===== config.mk =====
export PLATFORM = sky130hd
export DESIGN_NAME = asc_status_ctrl
export DESIGN_NICKNAME = d
export VERILOG_FILES = /design/src/hdl/asc_status_ctrl.v
export VERILOG_INCLUDE_DIRS = /design/src /design/src/shared
export SDC_FILE = /design/constraint.sdc
export NUM_CORES = 1
export LEC_CHECK = 0
export ABC_AREA = 1
export BUFFER_PORTS_ARGS = -buffer_cell sky130_fd_sc_hd__buf_2
export CORE_MARGIN = 4
export CORE_UTILIZATION = 60
export CTS_CLUSTER_SIZE = 24
export DETAILED_ROUTE_END_ITERATION = 16
export HOLD_SLACK_MARGIN = 0.08
export PLACE_DENSITY = 0.81
export SLEW_MARGIN = 20
export SYNTH_ARGS = -nofsm -noshare
export SYNTH_HDL_FRONTEND = slang
export SYNTH_SLANG_ARGS = --single-unit

===== constraint.sdc =====
create_clock -name clk -period 29.4 [get_ports clk]
set_input_delay 4.41 -clock clk [delete_from_list [all_inputs] [get_ports clk]]
set_output_delay 4.41 -clock clk [all_outputs]
set_load 0.01 [all_outputs]

===== src/shared/asc_regs.vh =====
// register map, field positions, reset values and counts of the converter control block
`ifndef ASC_REGS_VH
`define ASC_REGS_VH
// register select codes
`define ASC_RS_STATUS     4'h0
`define ASC_RS_CTRL_MAIN  4'h1
`define ASC_RS_GPIO       4'h2
`define ASC_RS_GAIN_CAL   4'h3
`define ASC_RS_RESULT     4'h4
`define ASC_RS_SYS_OFS    4'h5
`define ASC_RS_SYS_GAIN   4'h6
`define ASC_RS_SELF_OFS   4'h7
`define ASC_RS_SELF_GAIN  4'h8
// command byte fields
`define ASC_CMD_START     7
`define ASC_CMD_MODE      6
`define ASC_CMD_CAL1      5
`define ASC_CMD_CAL0      4
`define ASC_CMD_PDOWN     3
`define ASC_CMD_RW        0
// status bit positions
`define ASC_ST_CALOVR     7
`define ASC_ST_OVR        3
`define ASC_ST_UNR        2
`define ASC_ST_BUSY       1
`define ASC_ST_READY      0
// main control bit positions
`define ASC_CM_LINE_FREQ_SELECT      7
`define ASC_CM_UNIPOLAR   6
`define ASC_CM_CLOCK_SOURCE_SELECT     5
`define ASC_CM_REF_BUFFER_ENABLE     4
`define ASC_CM_SIGNAL_BUFFER_ENABLE     3
`define ASC_CM_FORMAT     2
`define ASC_CM_SINGLE_CYCLE_SELECT     1
// reset values and write masks
`define ASC_CTRL_MAIN_RST 8'h02
`define ASC_GPIO_RST      8'h0F
`define ASC_GAIN_CAL_RST  8'h1E
`define ASC_CTRL_MASK     8'hFE
// calibration kinds
`define ASC_CAL_SELF      2'h1
`define ASC_CAL_SYS_OFS   2'h2
`define ASC_CAL_SYS_GAIN  2'h3
// self gain ceiling, about 1.9999999
`define ASC_SELF_GAIN_MAX 24'hFFFFFF
// results dropped while the filter settles
`define ASC_SETTLE_COUNT  2'h3
// clipping limits on the raw 26-bit value
`define ASC_UNI_MAX       26'sh0FFFFFF
`define ASC_BIP_MAX       26'sh07FFFFF
`define ASC_BIP_MIN       26'sh3800000
`define ASC_CODE_MAX_UNI  24'hFFFFFF
`define ASC_CODE_MIN_UNI  24'h000000
`define ASC_CODE_MAX_BIP  24'h7FFFFF
`define ASC_CODE_MIN_BIP  24'h800000
`endif


===== src/hdl/asc_status_ctrl.v =====
// status, control and serial register access of a delta-sigma converter
//
// Behaviour
// [RL1] gain calibration overrange sets flag, clamps self gain
// [RL2] status rate shows rate of held result; the code also loads it with the calibration rate at calibration end
// [RL3] overrange sets flag and clips to maximum
// [RL4] underrange sets flag and clips to minimum
// [RL5] busy flag follows conversion or calibration activity
// [RL6] ready flag set on new result
// [RL7] read then new start clears ready
// [RL8] read during running conversion clears ready at once
// [RL9] line frequency bit picks 50Hz or 60Hz rates
// [RL10] polarity bit picks unipolar or bipolar range
// [RL11] clock source bit picks external or internal clock
// [RL12] reference buffer bit powers reference buffers
// [RL13] signal buffer bit powers input buffers
// [RL14] format bit picks bipolar code style
// [RL15] single cycle converts once then powers down
// [RL16] continuous mode drops first three results
// [RL17] ready pin rises at each conversion end; the pin carries the ready flag and stays high if the last result is unread
// [RL18] host reads synchronised to ready rise; the block does not tie reads to the ready rise
// [RL19] mode one command byte is register access
// [RL20] result shifts out msb first on falling edges
// [RL21] gpio direction selects input read or drive
// [RL22] calibration disable bits drop their coefficients
// [RL23] writes to read-only registers are ignored
`include "asc_regs.vh"
`timescale 1ns/1ns
`default_nettype none

module asc_status_ctrl (
    input  wire        clk,
    input  wire        sys_rst,
    input  wire        spi_sclk,
    input  wire        spi_cs_n,
    input  wire        spi_din,
    output reg         spi_dout,
    output reg         spi_dout_oe_n,
    input  wire [3:0]  gpio_in,
    output reg  [3:0]  gpio_out,
    output reg  [3:0]  gpio_oe_n,
    output reg         conv_start,
    output reg  [2:0]  conv_rate,
    output reg         cal_start,
    output reg  [1:0]  cal_kind,
    output reg         mod_power_down,
    output reg         modulator_busy_flag,
    input  wire        mod_done,
    input  wire [25:0] mod_raw,
    input  wire        cal_done,
    input  wire        cal_gain_over,
    input  wire [23:0] cal_coef,
    output wire        line_freq_select,
    output wire        unipolar_select,
    output wire        clock_source_select,
    output wire        ref_buffer_enable,
    output wire        signal_buffer_enable,
    output wire        twos_off_format,
    output wire        single_cycle_select,
    output wire [2:0]  digital_gain_field,
    output wire        sys_gain_disable,
    output wire        sys_offset_disable,
    output wire        self_gain_disable,
    output wire        self_offset_disable
);

    // serial state codes, one-hot
    localparam [3:0] ST_IDLE  = 4'h1;
    localparam [3:0] ST_CMD   = 4'h2;
    localparam [3:0] ST_WDATA = 4'h4;
    localparam [3:0] ST_RDATA = 4'h8;

    // pin synchroniser stages: gpio, din, cs_n, sclk
    reg  [6:0]  sync1_reg;
    reg  [6:0]  sync2_reg;
    reg  [6:0]  sync3_reg;
    reg  [6:0]  filt_reg;
    wire [6:0]  filt_next;
    reg         sclk_old_reg;
    reg         cs_old_reg;

    // registers of the map
    reg  [7:0]  ctrl_main_reg;
    reg  [7:0]  gpio_ctrl_reg;
    reg  [7:0]  gain_cal_reg;
    reg  [23:0] result_reg;
    reg  [23:0] sys_ofs_reg;
    reg  [23:0] sys_gain_reg;
    reg  [23:0] self_ofs_reg;
    reg  [23:0] self_gain_reg;
    reg         cal_ovr_reg;
    reg  [2:0]  rate_reg;
    reg         over_range_flag;
    reg         under_range_flag;
    reg         result_ready_reg;
    reg         read_pending_reg;

    // conversion sequencing
    reg  [2:0]  active_rate_reg;
    reg  [1:0]  settle_reg;
    reg         calib_reg;
    reg  [1:0]  active_kind_reg;

    // serial engine
    reg  [3:0]  state_reg;
    reg  [4:0]  bit_cnt_reg;
    reg  [4:0]  bit_len_reg;
    reg  [23:0] shift_in_reg;
    reg  [23:0] shift_out_reg;
    reg  [3:0]  sel_reg;
    reg         cmd_go_reg;
    reg  [7:0]  cmd_byte_reg;
    reg         wr_go_reg;
    reg  [23:0] wr_data_reg;
    reg         result_read_reg;

    // decoded pin events
    wire        sclk_f;
    wire        cs_n_f;
    wire        din_f;
    wire [3:0]  gpio_f;
    wire        sclk_rise;
    wire        sclk_fall;
    wire        cs_fall;
    wire [7:0]  next_byte;

    // read data and result shaping
    reg  [23:0] read_value;
    reg  [23:0] clipped;
    reg         raw_over;
    reg         raw_under;
    wire [7:0]  status_value;
    wire [7:0]  gpio_value;

    assign sclk_f    = filt_reg[0];
    assign cs_n_f    = filt_reg[1];
    assign din_f     = filt_reg[2];
    assign gpio_f    = filt_reg[6:3];
    assign sclk_rise = sclk_f & ~sclk_old_reg;
    assign sclk_fall = ~sclk_f & sclk_old_reg;
    assign cs_fall   = ~cs_n_f & cs_old_reg;
    assign next_byte = {shift_in_reg[6:0], din_f};

    // a bit changes only once stages two and three agree
    assign filt_next = ((sync2_reg ~^ sync3_reg) & sync3_reg) | ((sync2_reg ^ sync3_reg) & filt_reg);

    // control fields straight from their registers
    assign line_freq_select     = ctrl_main_reg[`ASC_CM_LINE_FREQ_SELECT];    // [RL9]
    assign unipolar_select      = ctrl_main_reg[`ASC_CM_UNIPOLAR]; // [RL10]
    assign clock_source_select  = ctrl_main_reg[`ASC_CM_CLOCK_SOURCE_SELECT];   // [RL11]
    assign ref_buffer_enable    = ctrl_main_reg[`ASC_CM_REF_BUFFER_ENABLE];   // [RL12]
    assign signal_buffer_enable = ctrl_main_reg[`ASC_CM_SIGNAL_BUFFER_ENABLE];   // [RL13]
    assign twos_off_format      = ctrl_main_reg[`ASC_CM_FORMAT];
    assign single_cycle_select  = ctrl_main_reg[`ASC_CM_SINGLE_CYCLE_SELECT];
    assign digital_gain_field   = gain_cal_reg[7:5];
    assign sys_gain_disable     = gain_cal_reg[4];                 // [RL22]
    assign sys_offset_disable   = gain_cal_reg[3];                 // [RL22]
    assign self_gain_disable    = gain_cal_reg[2];                 // [RL22]
    assign self_offset_disable  = gain_cal_reg[1];                 // [RL22]

    // status byte as software sees it
    assign status_value = {cal_ovr_reg, rate_reg, over_range_flag, under_range_flag,
                           modulator_busy_flag, result_ready_reg};
    // input pins read back where direction is input
    assign gpio_value = {gpio_ctrl_reg[7:4],
                         (gpio_ctrl_reg[7:4] & gpio_ctrl_reg[3:0]) | (~gpio_ctrl_reg[7:4] & gpio_f)}; // [RL21]

    // pin synchronisers
    always @(posedge clk or posedge sys_rst) begin
        if (sys_rst) begin
            sync1_reg    <= 7'h02;
            sync2_reg    <= 7'h02;
            sync3_reg    <= 7'h02;
            filt_reg     <= 7'h02;
            sclk_old_reg <= 1'b0;
            cs_old_reg   <= 1'b1;
        end else begin
            sync1_reg    <= {gpio_in, spi_din, spi_cs_n, spi_sclk};
            sync2_reg    <= sync1_reg;
            sync3_reg    <= sync2_reg;
            filt_reg     <= filt_next;
            sclk_old_reg <= filt_reg[0];
            cs_old_reg   <= filt_reg[1];
        end
    end

    // read multiplexer, left aligned for the shifter
    always @* begin
        case (next_byte[4:1])
            `ASC_RS_STATUS:    read_value = {status_value, 16'h0000};
            `ASC_RS_CTRL_MAIN: read_value = {ctrl_main_reg, 16'h0000};
            `ASC_RS_GPIO:      read_value = {gpio_value, 16'h0000};
            `ASC_RS_GAIN_CAL:  read_value = {gain_cal_reg, 16'h0000};
            `ASC_RS_RESULT:    read_value = result_reg;
            `ASC_RS_SYS_OFS:   read_value = sys_ofs_reg;
            `ASC_RS_SYS_GAIN:  read_value = sys_gain_reg;
            `ASC_RS_SELF_OFS:  read_value = self_ofs_reg;
            `ASC_RS_SELF_GAIN: read_value = self_gain_reg;
            default:           read_value = 24'h000000;
        endcase
    end

    // clip the raw value and apply the output code style
    always @* begin
        if (ctrl_main_reg[`ASC_CM_UNIPOLAR]) begin
            raw_over  = ($signed(mod_raw) > `ASC_UNI_MAX);       // [RL3]
            raw_under = mod_raw[25];                             // [RL4]
            if (raw_over)
                clipped = `ASC_CODE_MAX_UNI;
            else if (raw_under)
                clipped = `ASC_CODE_MIN_UNI;
            else
                clipped = mod_raw[23:0];
        end else begin
            raw_over  = ($signed(mod_raw) > `ASC_BIP_MAX);       // [RL3]
            raw_under = ($signed(mod_raw) < `ASC_BIP_MIN);       // [RL4]
            if (raw_over)
                clipped = `ASC_CODE_MAX_BIP;
            else if (raw_under)
                clipped = `ASC_CODE_MIN_BIP;
            else
                clipped = mod_raw[23:0];
            // offset binary is two's complement with the sign flipped
            if (ctrl_main_reg[`ASC_CM_FORMAT])
                clipped = {~clipped[23], clipped[22:0]};         // [RL14]
        end
    end

    // serial engine: command byte, register write and read shifting
    always @(posedge clk or posedge sys_rst) begin
        if (sys_rst) begin
            state_reg       <= ST_IDLE;
            bit_cnt_reg     <= 5'h00;
            bit_len_reg     <= 5'h00;
            shift_in_reg    <= 24'h000000;
            shift_out_reg   <= 24'h000000;
            sel_reg         <= 4'h0;
            cmd_go_reg      <= 1'b0;
            cmd_byte_reg    <= 8'h00;
            wr_go_reg       <= 1'b0;
            wr_data_reg     <= 24'h000000;
            result_read_reg <= 1'b0;
            spi_dout        <= 1'b0;
            spi_dout_oe_n   <= 1'b1;
        end else begin
            cmd_go_reg      <= 1'b0;
            wr_go_reg       <= 1'b0;
            result_read_reg <= 1'b0;
            spi_dout_oe_n   <= cs_n_f;
            // outside a read the pin carries the ready flag
            if (state_reg != ST_RDATA)
                spi_dout <= result_ready_reg;                    // [RL17]
            if (cs_n_f) begin
                // deselect aborts any transfer
                state_reg <= ST_IDLE;
            end else begin
                case (state_reg)
                    ST_IDLE: begin
                        if (cs_fall) begin
                            state_reg   <= ST_CMD;
                            bit_cnt_reg <= 5'h00;
                        end
                    end
                    ST_CMD: begin
                        if (sclk_rise) begin
                            shift_in_reg <= {shift_in_reg[22:0], din_f};
                            bit_cnt_reg  <= bit_cnt_reg + 5'h01;
                            if (bit_cnt_reg == 5'h07) begin
                                bit_cnt_reg <= 5'h00;
                                sel_reg     <= next_byte[4:1];
                                bit_len_reg <= (next_byte[4:1] >= `ASC_RS_RESULT) ? 5'h18 : 5'h08;
                                if (next_byte[`ASC_CMD_START] & next_byte[`ASC_CMD_MODE]) begin
                                    // register access
                                    if (next_byte[`ASC_CMD_RW]) begin                  // [RL19]
                                        state_reg     <= ST_RDATA;
                                        shift_out_reg <= read_value;
                                    end else begin
                                        state_reg <= ST_WDATA;
                                    end
                                end else if (next_byte[`ASC_CMD_START]) begin
                                    // conversion, calibration or power down
                                    cmd_go_reg   <= 1'b1;
                                    cmd_byte_reg <= next_byte;
                                end
                            end
                        end
                    end
                    ST_WDATA: begin
                        if (sclk_rise) begin
                            shift_in_reg <= {shift_in_reg[22:0], din_f};
                            bit_cnt_reg  <= bit_cnt_reg + 5'h01;
                            if (bit_cnt_reg == bit_len_reg - 5'h01) begin
                                wr_go_reg   <= 1'b1;
                                wr_data_reg <= {shift_in_reg[22:0], din_f};
                                bit_cnt_reg <= 5'h00;
                                state_reg   <= ST_CMD;
                            end
                        end
                    end
                    ST_RDATA: begin
                        // msb first, changing on falling edges
                        if (sclk_fall) begin
                            spi_dout      <= shift_out_reg[23];             // [RL20]
                            shift_out_reg <= {shift_out_reg[22:0], 1'b0};
                        end
                        if (sclk_rise) begin
                            bit_cnt_reg <= bit_cnt_reg + 5'h01;
                            if (bit_cnt_reg == bit_len_reg - 5'h01) begin
                                result_read_reg <= (sel_reg == `ASC_RS_RESULT);
                                bit_cnt_reg     <= 5'h00;
                                state_reg       <= ST_CMD;
                            end
                        end
                    end
                    default: begin
                        state_reg <= ST_IDLE;
                    end
                endcase
            end
        end
    end

    // register file, conversion sequencing and status flags
    always @(posedge clk or posedge sys_rst) begin
        if (sys_rst) begin
            ctrl_main_reg       <= `ASC_CTRL_MAIN_RST;
            gpio_ctrl_reg       <= `ASC_GPIO_RST;
            gain_cal_reg        <= `ASC_GAIN_CAL_RST;
            result_reg          <= 24'h000000;
            sys_ofs_reg         <= 24'h000000;
            sys_gain_reg        <= 24'h000000;
            self_ofs_reg        <= 24'h000000;
            self_gain_reg       <= 24'h000000;
            cal_ovr_reg         <= 1'b0;
            rate_reg            <= 3'h0;
            over_range_flag     <= 1'b0;
            under_range_flag    <= 1'b0;
            result_ready_reg    <= 1'b0;
            read_pending_reg    <= 1'b0;
            active_rate_reg     <= 3'h0;
            active_kind_reg     <= 2'h0;
            settle_reg          <= 2'h0;
            calib_reg           <= 1'b0;
            modulator_busy_flag <= 1'b0;
            mod_power_down      <= 1'b1;
            conv_start          <= 1'b0;
            conv_rate           <= 3'h0;
            cal_start           <= 1'b0;
            cal_kind            <= 2'h0;
            gpio_out            <= 4'hF;
            gpio_oe_n           <= 4'hF;
        end else begin
            conv_start <= 1'b0;
            cal_start  <= 1'b0;
            // gpio drivers follow direction and value bits
            gpio_out  <= gpio_ctrl_reg[3:0];                     // [RL21]
            gpio_oe_n <= ~gpio_ctrl_reg[7:4];                    // [RL21]
            // register writes; status and result have no write path
            if (wr_go_reg) begin
                case (sel_reg)                                   // [RL23]
                    `ASC_RS_CTRL_MAIN: ctrl_main_reg <= wr_data_reg[7:0] & `ASC_CTRL_MASK;
                    `ASC_RS_GPIO:      gpio_ctrl_reg <= wr_data_reg[7:0];
                    `ASC_RS_GAIN_CAL:  gain_cal_reg  <= wr_data_reg[7:0] & `ASC_CTRL_MASK;
                    `ASC_RS_SYS_OFS:   sys_ofs_reg   <= wr_data_reg;
                    `ASC_RS_SYS_GAIN:  sys_gain_reg  <= wr_data_reg;
                    `ASC_RS_SELF_OFS:  self_ofs_reg  <= wr_data_reg;
                    `ASC_RS_SELF_GAIN: self_gain_reg <= wr_data_reg;
                    default: begin
                    end
                endcase
            end
            // a finished result read clears ready now or at next start
            if (result_read_reg) begin
                if (modulator_busy_flag & ~calib_reg)
                    result_ready_reg <= 1'b0;                    // [RL8]
                else
                    read_pending_reg <= 1'b1;
            end
            // commands with mode bit clear
            if (cmd_go_reg) begin
                if (cmd_byte_reg[`ASC_CMD_PDOWN]) begin
                    modulator_busy_flag <= 1'b0;                 // [RL5]
                    mod_power_down      <= 1'b1;
                end else begin
                    modulator_busy_flag <= 1'b1;                 // [RL5]
                    mod_power_down      <= 1'b0;
                    active_rate_reg     <= cmd_byte_reg[2:0];
                    conv_rate           <= cmd_byte_reg[2:0];
                    active_kind_reg     <= cmd_byte_reg[5:4];
                    settle_reg          <= 2'h0;
                    if (cmd_byte_reg[5:4] != 2'h0) begin
                        calib_reg <= 1'b1;
                        cal_start <= 1'b1;
                        cal_kind  <= cmd_byte_reg[5:4];
                    end else begin
                        calib_reg  <= 1'b0;
                        conv_start <= 1'b1;
                    end
                    if (read_pending_reg) begin
                        result_ready_reg <= 1'b0;                // [RL7]
                        read_pending_reg <= 1'b0;
                    end
                end
            end
            // calibration completion loads the coefficient
            if (cal_done & modulator_busy_flag & calib_reg) begin
                modulator_busy_flag <= 1'b0;                     // [RL5]
                calib_reg           <= 1'b0;
                rate_reg            <= active_rate_reg;          // [RL2]
                case (active_kind_reg)
                    `ASC_CAL_SELF:    self_ofs_reg <= cal_coef;
                    `ASC_CAL_SYS_OFS: sys_ofs_reg  <= cal_coef;
                    `ASC_CAL_SYS_GAIN: begin
                        cal_ovr_reg  <= cal_gain_over;           // [RL1]
                        sys_gain_reg <= cal_coef;
                        if (cal_gain_over)
                            self_gain_reg <= `ASC_SELF_GAIN_MAX; // [RL1]
                    end
                    default: begin
                    end
                endcase
            end
            // conversion completion
            if (mod_done & modulator_busy_flag & ~calib_reg) begin
                if (~ctrl_main_reg[`ASC_CM_SINGLE_CYCLE_SELECT] & (settle_reg != `ASC_SETTLE_COUNT)) begin
                    // filter still settling, result dropped
                    settle_reg <= settle_reg + 2'h1;             // [RL16]
                end else begin
                    result_reg       <= clipped;                 // [RL3] [RL4]
                    over_range_flag  <= raw_over;                // [RL3]
                    under_range_flag <= raw_under;               // [RL4]
                    rate_reg         <= active_rate_reg;         // [RL2]
                    result_ready_reg <= 1'b1;                    // [RL6]
                    read_pending_reg <= 1'b0;
                    if (ctrl_main_reg[`ASC_CM_SINGLE_CYCLE_SELECT]) begin
                        modulator_busy_flag <= 1'b0;             // [RL15]
                        mod_power_down      <= 1'b1;             // [RL15]
                    end
                end
            end
        end
    end

endmodule

`default_nettype wire


==> flow_summary.toml <==
[run_status]
status = "finished, final reports clean"

[cells_and_area]
synthToLayoutAreaGrowth_pct = 11.9
final_common_cell = "nand2_1"
layout.cells.non_filler = 2083
nets = 1817
final_cell_mix = "nand2_1 (410), dfrtp_1 (274), o21ai_0 (199)"
final_util_pct = 68.7
drive_gt1_share_pct = 12.3
diodes = 0

[sta]
worstMarginPinSlew_ns = 1.21
worst_slack_ns = 23.60
rsz0062_at_grt = "false"
slew_viol_final = 0
fmax_ghz = 0.172
setup_viol = 0
tns_ns = 0
finClkSkew_ns = 0.0190
hold_viol_final = 0
fin_crit_ns = 5.80
relSlewSlack_pct = 19.1
fin_crit_sh_pct = 19.7

[logic_synthesis]
synth.net_count = 1763
synth_warnings = 0
ys_seq_area_share_pct = 53.5
mappedNetlistArea_um2 = 14000
synth_seq_cells = 298
netlist_instances = 1692
synthDistinctLibCells = 41
synth_area_per_cell_um2 = 8.27

[global_routing]
antenna_found_initial = 1
grt_remaining_overflow = 0
grtUsageTotal_pct = 29.5
grt_pass1_wl_mm = 61.9
grt_start_max_net_pins = 83
grt_pass1_vias = 11801

[pwr]
leakage_uw = 0.00802
power_density_nw_per_um2 = 64.8
vdd_drop_max_uv = 47.7

[placed_design]
pre_cts_ws_ns = 23.03
dp_cells = 2026
portBuffers = 94
hpwl_mm = 24.1
place.gp.congestion = 0.927

[worst_setup_path]
cp.arrival_ns = 6.24
path_cells = "buf_2 -> nand2_1 -> nor2_2 -> o21ai_2 -> clkinv_1 -> o21ai_0 -> inv_1"
path_class = "in2reg"
path_max_fanout = 44
critPathTopFamily = "buffers and inverters"
crit_path_start_kind = "input pin"
crit_slowest_cell = "clkinv_1"
end_kind = "flop"
cp.required_ns = 29.83
critPathBufInv = 3
cpPeakStageDelay_ns = 0.87

[hold_path]
hold_path.class = "reg2reg"

[clock_network]
post_cts_buffers = 0
clkLatencyLatePin_ns = 0.56
cts_tree = "done"
cts-htree-levels = 1
cts.sinks = 298
numCtsBuffers = 31
post_cts_resize_count = 0
clockBufferDepth = 3
ctsHoldBuffers = 0
clkTransAtPathRegs_ns = 0.06
root_buffer = "clkbuf_16"

[route]
first_pass_iters = 6
num_vias = 12199
drc_errors = 0
wl_per_cell_um = 18.3
postRouteAntennaNets = 0
drt_first_iter_violations = 1720
wirelength_mm = 38.0
viasPerCell = 5.86

[floorplan]
core_um2 = 22800
die_w_um = 161
die_y_um = 161
rows = 55
num_io_pins = 95
initial_core_util_pct = 61.4
die_area_um2 = 25800

[run]
cap_violations = 0
-- power breakdown --
group	switching, uW	leakage, uW	internal [uW]	total, uW
clock network	166	0.000545	254	420
logic	75.5	0.00365	38.0	114
registers	28.3	0.00383	452	481
-- worst paths after layout --
path	start	to	slack (ns)	depth (start not counted)
max	mod_done	result_reg[10]	23.60	7
min	sync1_reg[0]	sync2_reg[0]	0.35	0
max reg2reg	state_reg[2]	shift_out_reg[9]	26.30	10
min reg2reg	sync1_reg[0]	sync2_reg[0]	0.35	0
max in group asynchronous	sys_rst	result_reg[15]	24.20	3
min in group asynchronous	sys_rst	sync2_reg[0]	3.89	2
-- per-layer routing --
metal	up-vias	wire length, um	track usage (%)
met2	690	17300	45.7
met4	4	1130	9.74
met1	5739	15400	40.7
li1	5669	-	-
met5	-	61	1.33
met3	97	4230	7.78
-- cells in the mapped netlist (all sizes together) --
library cell,instances,share of area (%)
a221oi,1,0.063
nand4,37,1.7
a31oi,4,0.18
and2,1,0.045
a32oi,1,0.063
xor2,1,0.063
nor2,123,3.5
ha,9,0.81
clkbuf,41,1.1
a21oi,18,0.64
o21a,2,0.11
nand3b,3,0.16
inv,202,5.4
nor3,58,2.3
o311ai,1,0.063
nand2,414,11
nor3b,5,0.27
clkinv,4,0.11
o211ai,48,2.6
nand3,75,2.8
o22ai,48,2.1
a211oi,1,0.054
a21o,7,0.38
buf,48,2.1
dfstp,24,4.5
dfrtp,274,49
o21ai,242,8.7
-- cell families after synthesis --
group	after synthesis	share of synthesized area, %
AOI/OAI and AO/OA	373	15.0
xor gates and xnor gates	1	0.0626
adders and majority gates	9	0.805
buffers and inverters	295	8.76
DFF	298	53.5
and+or+nand+nor	716	21.9
-- final cells by class --
cell class,instances,area (um2)
sequential,298,7490
fill,1768,7130
multi-input combinational,1099,5290
clock buffer,47,936
inverter,206,783
timing repair buffer,110,594
tap,313,392
clock inverter,10,169
-- stage by stage --
step / cell area, um2 / total power [uW] / hold slack [ns]
2_1_floorplan: 14000 / 561 / 0.331
4_1_cts: 15600 / 1010 / 0.355
3_3_place_gp: 14500 / 594 / 0.333
3_5_place_dp: 14500 / 598 / 0.336
5_1_grt: 15700 / 1060 / 0.355
6_report: 15700 / 1010 / 0.349
No activity file was read; power rests on OpenSTA's default activity.
